### config.mk
export PLATFORM = sky130hd
export DESIGN_NAME = clock_conditioner_dynamic_config
export DESIGN_NICKNAME = d
export VERILOG_FILES = /design/src/rtl/clock_conditioner_pkg.sv /design/src/rtl/cfg_shift_register.sv /design/src/rtl/clock_conditioner_dynamic_config.sv
export VERILOG_INCLUDE_DIRS = /design/src /design/src/rtl
export SDC_FILE = /design/constraint.sdc
export NUM_CORES = 1
export LEC_CHECK = 0
export BUFFER_PORTS_ARGS = -buffer_cell sky130_fd_sc_hd__buf_2
export CAP_MARGIN = 10
export CELL_PAD_IN_SITES_DETAIL_PLACEMENT = 2
export CELL_PAD_IN_SITES_GLOBAL_PLACEMENT = 2
export CORE_MARGIN = 2
export CORE_UTILIZATION = 37
export CTS_BUF_LIST = sky130_fd_sc_hd__clkbuf_8
export DETAILED_ROUTE_END_ITERATION = 7
export GPL_TIMING_DRIVEN = 0
export HOLD_SLACK_MARGIN = 0.03
export PLACE_DENSITY = 0.95
export SLEW_MARGIN = 20
export SYNTH_ARGS = -nofsm -noshare
export SYNTH_HDL_FRONTEND = slang
export SYNTH_SLANG_ARGS = --single-unit
### constraint.sdc
create_clock -name clock_in -period 3.78 [get_ports clock_in]
set_input_delay 0.378 -clock clock_in [delete_from_list [all_inputs] [get_ports clock_in]]
set_output_delay 0.378 -clock clock_in [all_outputs]
set_load 0.01 [all_outputs]
### src/rtl/clock_conditioner_cfg.svh
/*
  Bit positions, widths and register offsets for the clock conditioner
  dynamic configuration block.
  Assumes inclusion by bare name from rtl/.
*/
`ifndef CLOCK_CONDITIONER_CFG_SVH
`define CLOCK_CONDITIONER_CFG_SVH

`define CFG_WIDTH 81
`define CFG_WORDS 3
`define CFG_CNT_W 7
`define CFG_LAST_BIT 7'h50

`define BIT_RESET_ENABLE 80
`define BIT_DYN_SEL_C 79
`define BIT_DYN_SEL_B 78
`define BIT_DYN_SEL_A 77
`define FLD_OSC_RANGE 76:74
`define BIT_STAT_SEL_C 73
`define BIT_STAT_SEL_B 72
`define BIT_STAT_SEL_A 71
`define FLD_OUT_C_DELAY 70:66
`define FLD_OUT_B_DELAY 65:61
`define FLD_GLB_C_DELAY 60:56
`define FLD_GLB_B_DELAY 55:51
`define FLD_GLB_A_DELAY 50:46
`define BIT_EXTRA_DELAY 45
`define FLD_FB_DELAY 44:40
`define FLD_FB_SOURCE 39:38
`define FLD_OUT_C_ROUTE 37:35
`define FLD_OUT_B_ROUTE 34:32
`define FLD_OUT_A_ROUTE 31:29
`define FLD_OUT_C_DIV 28:24
`define FLD_OUT_B_DIV 23:19
`define FLD_OUT_A_DIV 18:14
`define FLD_FB_DIV 13:7
`define FLD_IN_DIV 6:0

// Word addresses (byte address bits 5:2)
`define ADDR_W 4
`define REG_STAGE0 4'h0
`define REG_STAGE1 4'h1
`define REG_STAGE2 4'h2
`define REG_CONTROL 4'h3
`define REG_STATUS 4'h4
`define REG_ACTIVE0 4'h5
`define REG_ACTIVE1 4'h6
`define REG_ACTIVE2 4'h7

`define CTRL_DYNAMIC 0
`define CTRL_LOAD 1
`define CTRL_SHIFT_STAGE 2
`define STAGE2_BITS 16:0

`endif

### src/rtl/clock_conditioner_pkg.sv
/*
  Types for the clock conditioner dynamic configuration block.
  Assumes clock_conditioner_cfg.svh sits beside it.
*/
`default_nettype none
`include "clock_conditioner_cfg.svh"
package clock_conditioner_pkg;
  typedef logic [`CFG_WIDTH-1:0] cfg_word_t;

  typedef struct packed {
    logic reset_enable;
    logic dynamic_select_c;
    logic dynamic_select_b;
    logic dynamic_select_a;
    logic [2:0] oscillator_range_select;
    logic static_select_c;
    logic static_select_b;
    logic static_select_a;
    logic [4:0] output_c_delay;
    logic [4:0] output_b_delay;
    logic [4:0] global_c_delay;
    logic [4:0] global_b_delay;
    logic [4:0] global_a_delay;
    logic extra_delay_select;
    logic [4:0] feedback_delay;
    logic [1:0] feedback_source_select;
    logic [2:0] output_c_route_select;
    logic [2:0] output_b_route_select;
    logic [2:0] output_a_route_select;
    logic [4:0] output_c_divider;
    logic [4:0] output_b_divider;
    logic [4:0] output_a_divider;
    logic [6:0] feedback_divider;
    logic [6:0] input_divider;
  } clock_conditioner_cfg_s;

  typedef struct packed {
    logic cyc;
    logic stb;
    logic we;
    logic [3:0] sel;
    logic [`ADDR_W-1:0] adr;
    logic [31:0] dat;
  } wb_req_s;

  typedef enum logic [1:0] {SHIFT_IDLE, SHIFT_RUN, SHIFT_DONE} shift_state_e;
endpackage
`default_nettype wire

### src/rtl/cfg_shift_register.sv
/*
  81-bit serial configuration shift register with a parallel holding
  stage. Bit 0 enters first, so after 81 shifts bit 0 holds the first.
  Assumes control from logic on the same clock.
*/
`timescale 1ns/1ns
`default_nettype none
`include "clock_conditioner_cfg.svh"
module cfg_shift_register (
  input wire logic clock_in,
  input wire logic reset_in,
  input wire logic enable_in,
  input wire logic shift_in,
  input wire logic data_in,
  input wire logic load_in,
  input wire logic [`CFG_WIDTH-1:0] static_in,
  input wire logic use_dynamic_in,
  output logic [`CFG_WIDTH-1:0] shift_out,
  output logic [`CFG_WIDTH-1:0] config_out
);
  logic [`CFG_WIDTH-1:0] shift_q, shift_d, hold_q, hold_d;

  always_comb begin
    shift_d = shift_q;
    hold_d = hold_q;
    if (shift_in) begin
      shift_d = {data_in, shift_q[`CFG_WIDTH-1:1]};
    end
    if (load_in) begin
      hold_d = shift_q;
    end
  end

  always_ff @(posedge clock_in) begin
    if (reset_in) begin
      shift_q <= '0;
      hold_q <= '0;
    end else if (enable_in) begin
      shift_q <= shift_d;
      hold_q <= hold_d;
    end
  end

  assign shift_out = shift_q;
  assign config_out = use_dynamic_in ? hold_q : static_in;
endmodule
`default_nettype wire

### src/rtl/clock_conditioner_dynamic_config.sv
/*
  Dynamic configuration path of a clock conditioner: Wishbone staging of
  an 81-bit word, serial shift into the configuration register, load, and
  fanout of the decoded fields. Also a serial port fed from an internal
  JTAG tile through fabric logic.
  Assumes a classic Wishbone master on clock_in; serial pins are
  asynchronous and synchronised here.
*/
`timescale 1ns/1ns
`default_nettype none
`include "clock_conditioner_cfg.svh"
module clock_conditioner_dynamic_config (
  input wire logic clock_in,
  input wire logic reset_in,
  input wire logic enable_in,
  input wire logic wb_cyc_in,
  input wire logic wb_stb_in,
  input wire logic wb_we_in,
  input wire logic [3:0] wb_sel_in,
  input wire logic [5:0] wb_adr_in,
  input wire logic [31:0] wb_dat_in,
  output logic [31:0] wb_dat_out,
  output logic wb_ack_out,
  input wire logic jtag_shift_in,
  input wire logic jtag_data_in,
  input wire logic jtag_load_in,
  output logic jtag_data_out,
  input wire logic [`CFG_WIDTH-1:0] static_config_in,
  output clock_conditioner_pkg::clock_conditioner_cfg_s config_out
);
  clock_conditioner_pkg::wb_req_s req;
  clock_conditioner_pkg::shift_state_e state_q, state_d;
  logic [`CFG_WIDTH-1:0] stage_q, stage_d, shreg, active;
  logic [`CFG_CNT_W-1:0] count_q, count_d;
  logic dynamic_q, dynamic_d, busy_q, busy_d, done_q, done_d;
  logic ack_q, ack_d;
  logic [31:0] rdata_q, rdata_d;
  logic [2:0] sync1_q, sync2_q, sync3_q;
  logic j_shift, j_data, j_load_rise, jdo_q;
  logic do_shift, do_data, do_load;

  // Byte lane merge, used for the three stage words
  function automatic logic [31:0] merge(input logic [31:0] old, input logic [31:0] val, input logic [3:0] sel);
    logic [31:0] r;
    r = old;
    for (int i = 0; i < 4; i++) begin
      if (sel[i]) begin
        r[i*8 +: 8] = val[i*8 +: 8];
      end
    end
    return r;
  endfunction

  assign req = '{cyc: wb_cyc_in, stb: wb_stb_in, we: wb_we_in, sel: wb_sel_in,
                 adr: wb_adr_in[5:2], dat: wb_dat_in};

  always_ff @(posedge clock_in) begin
    if (reset_in) begin
      sync1_q <= '0;
      sync2_q <= '0;
      sync3_q <= '0;
    end else if (enable_in) begin
      sync1_q <= {jtag_load_in, jtag_data_in, jtag_shift_in};
      sync2_q <= sync1_q;
      sync3_q <= sync2_q;
    end
  end
  // Shift strobe is an edge so one tile clock moves one bit
  assign j_shift = sync2_q[0] & ~sync3_q[0];
  assign j_data = sync2_q[1];
  assign j_load_rise = sync2_q[2] & ~sync3_q[2];

  always_comb begin
    state_d = state_q;
    count_d = count_q;
    stage_d = stage_q;
    dynamic_d = dynamic_q;
    busy_d = busy_q;
    done_d = done_q;
    ack_d = 1'b0;
    rdata_d = rdata_q;
    do_shift = 1'b0;
    do_data = 1'b0;
    do_load = 1'b0;
    if (req.cyc && req.stb && !ack_q) begin
      ack_d = 1'b1;
      if (req.we) begin
        unique case (req.adr)
          `REG_STAGE0: stage_d[31:0] = merge(stage_q[31:0], req.dat, req.sel);
          `REG_STAGE1: stage_d[63:32] = merge(stage_q[63:32], req.dat, req.sel);
          `REG_STAGE2: stage_d[80:64] = 17'(merge({15'h0000, stage_q[80:64]}, req.dat, req.sel));
          `REG_CONTROL: begin
            if (req.sel[0]) begin
              dynamic_d = req.dat[`CTRL_DYNAMIC];
              if (req.dat[`CTRL_SHIFT_STAGE] && state_q == clock_conditioner_pkg::SHIFT_IDLE) begin
                state_d = clock_conditioner_pkg::SHIFT_RUN;
                count_d = '0;
                busy_d = 1'b1;
              end
              // Load ignored mid-shift to avoid partial word
              if (req.dat[`CTRL_LOAD] && state_q != clock_conditioner_pkg::SHIFT_RUN) begin
                do_load = 1'b1;
              end
            end
          end
          default: ;
        endcase
      end else begin
        unique case (req.adr)
          `REG_STAGE0: rdata_d = stage_q[31:0];
          `REG_STAGE1: rdata_d = stage_q[63:32];
          `REG_STAGE2: rdata_d = {15'h0000, stage_q[80:64]};
          `REG_CONTROL: rdata_d = {29'h00000000, 1'b0, 1'b0, dynamic_q};
          // Bit 8 tells software a finished shift still awaits its load
          `REG_STATUS: rdata_d = {23'h000000, done_q, count_q, busy_q};
          `REG_ACTIVE0: rdata_d = active[31:0];
          `REG_ACTIVE1: rdata_d = active[63:32];
          `REG_ACTIVE2: rdata_d = {15'h0000, active[80:64]};
          default: rdata_d = 32'h00000000;
        endcase
      end
    end
    unique case (state_q)
      clock_conditioner_pkg::SHIFT_IDLE: begin
        do_shift = j_shift;
        do_data = j_data;
        if (j_load_rise) begin
          do_load = 1'b1;
        end
      end
      clock_conditioner_pkg::SHIFT_RUN: begin
        do_shift = 1'b1;
        do_data = stage_q[count_q];
        count_d = count_q + 7'h01;
        if (count_q == `CFG_LAST_BIT) begin
          state_d = clock_conditioner_pkg::SHIFT_DONE;
        end
      end
      clock_conditioner_pkg::SHIFT_DONE: begin
        busy_d = 1'b0;
        done_d = 1'b1;
        state_d = clock_conditioner_pkg::SHIFT_IDLE;
      end
      default: state_d = clock_conditioner_pkg::SHIFT_IDLE;
    endcase
    // Completion wins over a load in the same cycle
    if (do_load && state_q != clock_conditioner_pkg::SHIFT_DONE) begin
      done_d = 1'b0;
    end
  end

  always_ff @(posedge clock_in) begin
    if (reset_in) begin
      state_q <= clock_conditioner_pkg::SHIFT_IDLE;
      count_q <= '0;
      stage_q <= '0;
      dynamic_q <= 1'b0;
      busy_q <= 1'b0;
      done_q <= 1'b0;
      ack_q <= 1'b0;
      rdata_q <= '0;
      jdo_q <= 1'b0;
    end else if (enable_in) begin
      state_q <= state_d;
      count_q <= count_d;
      stage_q <= stage_d;
      dynamic_q <= dynamic_d;
      busy_q <= busy_d;
      done_q <= done_d;
      ack_q <= ack_d;
      rdata_q <= rdata_d;
      jdo_q <= shreg[0];
    end
  end

  cfg_shift_register shifter (
    .clock_in(clock_in),
    .reset_in(reset_in),
    .enable_in(enable_in),
    .shift_in(do_shift),
    .data_in(do_data),
    .load_in(do_load),
    .static_in(static_config_in),
    .use_dynamic_in(dynamic_q),
    .shift_out(shreg),
    .config_out(active)
  );

  always_comb begin
    config_out.reset_enable = active[`BIT_RESET_ENABLE];
    config_out.dynamic_select_c = active[`BIT_DYN_SEL_C];
    config_out.dynamic_select_b = active[`BIT_DYN_SEL_B];
    config_out.dynamic_select_a = active[`BIT_DYN_SEL_A];
    config_out.oscillator_range_select = active[`FLD_OSC_RANGE];
    config_out.static_select_c = active[`BIT_STAT_SEL_C];
    config_out.static_select_b = active[`BIT_STAT_SEL_B];
    config_out.static_select_a = active[`BIT_STAT_SEL_A];
    config_out.output_c_delay = active[`FLD_OUT_C_DELAY];
    config_out.output_b_delay = active[`FLD_OUT_B_DELAY];
    config_out.global_c_delay = active[`FLD_GLB_C_DELAY];
    config_out.global_b_delay = active[`FLD_GLB_B_DELAY];
    config_out.global_a_delay = active[`FLD_GLB_A_DELAY];
    config_out.extra_delay_select = active[`BIT_EXTRA_DELAY];
    config_out.feedback_delay = active[`FLD_FB_DELAY];
    config_out.feedback_source_select = active[`FLD_FB_SOURCE];
    config_out.output_c_route_select = active[`FLD_OUT_C_ROUTE];
    config_out.output_b_route_select = active[`FLD_OUT_B_ROUTE];
    config_out.output_a_route_select = active[`FLD_OUT_A_ROUTE];
    config_out.output_c_divider = active[`FLD_OUT_C_DIV];
    config_out.output_b_divider = active[`FLD_OUT_B_DIV];
    config_out.output_a_divider = active[`FLD_OUT_A_DIV];
    config_out.feedback_divider = active[`FLD_FB_DIV];
    config_out.input_divider = active[`FLD_IN_DIV];
  end

  assign wb_ack_out = ack_q;
  assign wb_dat_out = rdata_q;
  assign jtag_data_out = jdo_q;
endmodule
`default_nettype wire

### After elaboration in Yosys (flattened, before gate mapping)

Index checks and enable logic that the tools add are counted.

* register bits: 298
* bits of input ports: 132
* output and inout port bits: 115

* add/sub/neg operators: 1
* magnitude comparators: 1
* eq/ne operators: 12
* muxes and demuxes: 35
* bitwise operators: 5
* reductions and logical operators: 37

Operators with widths (count)
* 32-bit case mux with 8 select lines: 1
* 81-bit two-way mux: 1
* 5-bit AND reduction: 12
* 7-bit two-way mux: 6
* 2-bit nonzero test: 11
* 1-bit two-way mux: 17
* 4-bit by 3-bit equality test with 1-bit output (second input constant): 4
* 2-bit two-way mux: 6
* 6-bit AND reduction: 2
* 4-bit by 2-bit equality test with 1-bit output (second input constant): 2
* 7-bit by 8-bit < comparator with 1-bit output (second input constant): 1
* 7-bit by 1-bit adder with 7-bit output (second input constant): 1
* 1-bit binary-select mux with 7-bit select: 1
* 7-bit equality test (second input constant): 1
* 2-bit AND reduction: 3
* 1-bit logical AND: 5
* 4-bit by 1-bit equality test with 1-bit output (second input constant): 1
* 4-bit zero test: 1
* 1-bit case mux with 2 select lines: 2
* 2-bit case mux with 2 select lines: 1
* 1-bit NOT: 3
* 3-bit AND reduction: 1
* 1-bit bitwise AND: 2
* 2-bit by 1-bit equality test with 1-bit output (second input constant): 1
* other kinds (5): 5

### Logic depth before layout (Yosys ltp)

* depth after elaboration: 12
* depth in mapped cells: 9

### Cells and area by module

Synthesis repeated with hierarchy kept, for this count alone.

* cells, all modules: 1323
* area, all modules: 13788.2 µm²

Modules (own cells, without submodules)
* cfg_shift_register: times used 1, cells an instance 617, area an instance 7075.5 µm², seq. area each 3243.1 µm²
* clock_conditioner_dynamic_config: times used 1, cells an instance 706, area an instance 6712.7 µm², seq. area each 2702.6 µm²

### Worst setup path before layout

No wires, ideal clock.

* path kind: input to register
* start: input port wb_adr_in[2]
* end: register stage_q[0]
* library setup time: 128 ps
* data arrival time: 1720 ps
* data required time: 3652 ps
* setup slack: 1933 ps
* stages on the path: 6
* buffers on the path: 2
* path through: buf_4 > nor4_4 > buf_2 > nand3_2 > mux2i_1 > nor2_1

* word-level cells in the longest chain between the ends: 2

RTL lines
* start: declaration: RTL line clock_conditioner_dynamic_config.sv:20 `input wire logic [5:0] wb_adr_in,`
* 4-bit zero test: RTL line clock_conditioner_dynamic_config.sv:88 `unique case (req.adr)`
* 5-bit AND reduction (no line)
* end signal: assignment: RTL line clock_conditioner_dynamic_config.sv:166 `stage_q <= stage_d;`
* end: declaration: RTL line clock_conditioner_dynamic_config.sv:33 `` logic [`CFG_WIDTH-1:0] stage_q, stage_d, shreg, active; ``

Every way passes these cells.
A chain may end at the register's enable or synchronous reset.

==> impl_metrics.tcl <==
set metrics [dict create \
    syn_nets 1605 \
    start_util_pct 37.7 \
    wl_per_cell_microns 30.2 \
    cts_num_sinks 297 \
    layout_common_cells "336 x nand2_1, 297 x dfxtp_1, 278 x buf_2" \
    slowest_delay_ps 740 \
    first_pass_iters 6 \
    routed_wl_microns 68400 \
    vias_per_cell 6.10 \
    io_buffer_count 241 \
    postSynth.asyncResetShare_pct 0 \
    synthCells 1471 \
    grt_setup_unrepaired "false" \
    worstPathCellList "clkbuf_1 -> buf_2 -> mux2_2 -> buf_2" \
    io_pins 247 \
    min_path_type "primary input to flop" \
    overflow 0 \
    slew_viol_final 0 \
    min_period_ps 3290 \
    clk_latency_ps 610 \
    syn_avg_cell_area_sq_um 8.88 \
    htreeDepth 2 \
    fmax_mhz 304 \
    ys_ff_latch 297 \
    outcome "finished, final reports clean" \
    drt_iter0_drc 1402 \
    path_buf_inv 3 \
    maxCapViolations 0 \
    yosys_warnings 0 \
    grt_first_pass_wirelength_microns 99700 \
    worst_pin_slew_ps 963 \
    grt_pass1_vias 15246 \
    period_share_pct 87.1 \
    dr_total_vias 13807 \
    crit_top_cell "buf_2" \
    ys_seq_area_share_pct 45.5 \
    cts_tree "done" \
    grt_start_max_net_pins 14 \
    grt_use_total_pct 36.8 \
    cts_made_buffers 50 \
    cp.depth 4 \
    critical_path_class "flop to output pin" \
    ir_drop_uv 204 \
    final_nets 1900 \
    cp-start-kind "flop" \
    skew_ps 31.1 \
    finalWeightedCongestion 0.945 \
    layout_commonest_cell "nand2_1" \
    setup_violations 0 \
    dpl.hpwl_microns 48200 \
    crit_slowest_cell "clkbuf_1" \
    cp_top_family "buffers and inverters" \
    leakage_nw 6.36 \
    core_area_sq_mm 0.0346 \
    num_rows 68 \
    cts_resized 0 \
    ys.flop_type "dfxtp_1" \
    crit_fanout 10 \
    drc 0 \
    antenna_found_initial 4 \
    rr_worst_depth 7 \
    hold_path_depth 3 \
    clkSlewWorstSetupHoldPaths_ps 70 \
    power_density_mw_per_mm2 421 \
    fill_cells 3847 \
    hold_viol_final 0 \
    die_area_sq_mm 0.0368 \
    cp_data_arrival_time_ps 2910 \
    end_kind "output pin" \
    hold_slack_ps 44.4 \
    drtAntennaViolNets 0 \
    syn_to_final_growth_pct 21.6 \
    synth_edf_count 0 \
    slew_headroom_pct 35.4 \
    drive_gt1_share_pct 26.2 \
    cts_root_buffer "clkbuf_8" \
    syn_area_sq_mm 0.0131 \
    clock_path_buffers 3 \
    dieHeight_microns 192 \
    die_x_microns 192 \
    synth.distinct_cells 53 \
    fin_setup_tns_ps 0 \
    cp.required_ps 3400 \
]
==> area by class of cell <==
cell class | count | area [sq um] | area share (%)
buffer | 113 | 508 | 3.20
clock inverter | 28 | 124 | 0.780
sequential | 297 | 5950 | 37.5
inverter | 5 | 18.8 | 0.118
multi-input combinational | 1056 | 6590 | 41.5
antenna | 4 | 10.0 | 0.0631
tap | 455 | 569 | 3.59
clock buffer | 64 | 881 | 5.55
timing repair buffer | 243 | 1230 | 7.73
==> metrics by stage <==
step	cell area, sq um	cells	worst slack, ps	total power [mW]	utilization [%]
floorplan	13100	1471	1930	3.44	-
global placement	14800	2167	1030	3.70	42.8
detailed placement	14800	2167	887	3.72	42.8
CTS	15900	2261	574	6.67	45.8
global route	15900	2261	525	6.85	45.8
finish	15900	2265	489	6.68	45.8
==> layer usage <==
| metal | vias to the layer above | track usage [%] | routed length, microns | share of wire [%] |
|---|---|---|---|---|
| met4 | 2 | 23.9 | 4650 | 6.8 |
| met2 | 818 | 61.5 | 32200 | 47 |
| met1 | 6966 | 42.8 | 25900 | 38 |
| met5 | - | 0 | 12 | 0.018 |
| li1 | 5765 | - | - | - |
| met3 | 256 | 7.62 | 5560 | 8.1 |
==> where the power goes <==
part / total (mW) / internal, mW / switching (mW)
logic: 0.519 / 0.171 / 0.348
registers: 3.16 / 3.15 / 0.0158
clock network: 3.00 / 1.52 / 1.48
==> path summary, 6_finish.rpt <==
check / from / endpoint / slack (ps)
setup / recovery: dynamic_q$_SDFFE_PP0P_ / config_out[14] / 490
setup reg to reg: wb_ack_out$_SDFFE_PP0P_ / shifter.hold_q[45]$_SDFFE_PP0P_ / 900
hold / removal: wb_dat_in[27] / stage_q[27]$_SDFFE_PP0P_ / 40
hold reg to reg: shifter.hold_q[24]$_SDFFE_PP0P_ / shifter.hold_q[24]$_SDFFE_PP0P_ / 450
==> tightest hold or removal path, stage by stage <==
cell,delay [ps]
buf_2,90
mux2i_1,70
nor2_1,70
==> cells by family (layout without fill, tap and decap cells) <==
family	Yosys count	count (layout)	share of synthesized area [%]
adder cells (fa/ha/maj)	2	2	0.192
buffers and inverters	118	453	4.03
AO/OA/AOI/OAI	309	309	15.2
other	0	4	0
XOR/XNOR	4	4	0.268
flip-flops	297	297	45.5
multiplexers	201	201	17.3
AND/OR/NAND/NOR	540	540	17.5
==> state kept, by name (all words and copies together) (netlist names) <==
| register | count |
|---|---|
| dynamic_q | 1 |
| done_q | 1 |
| sync2_q | 3 |
| stage_q | 81 |
| shifter.hold_q | 81 |
| sync3_q | 2 |
| count_q | 7 |
| busy_q | 1 |
| wb_ack_out | 1 |
| shifter.shift_out | 81 |
| state_q | 2 |
| sync1_q | 3 |
| jtag_data_out | 1 |
| wb_dat_out | 32 |
==> what timing repair did <==
| item | CTS | global route |
|---|---|---|
| setup endpoints to repair | 0 | 0 |
| hold buffers | 2 | 0 |
| hold endpoints to repair | 2 | 0 |
| setup buffers | 0 | 0 |
==> cell usage after synthesis, types with 10 or more instances <==
cell type / n / area [sq um]
buf_2: 37 / 185
a22oi_1: 43 / 323
dfxtp_1: 297 / 5950
mux4_2: 11 / 248
a21oi_1: 172 / 861
nor2_1: 141 / 529
mux2_2: 83 / 935
nand2_1: 336 / 1260
clkbuf_1: 65 / 244
nand3_1: 10 / 50.1
a221oi_1: 16 / 140
nand3_2: 10 / 100
a311oi_1: 32 / 280
mux2i_1: 107 / 1070
a22o_1: 17 / 149
No activity file was read; power rests on OpenSTA's default activity.
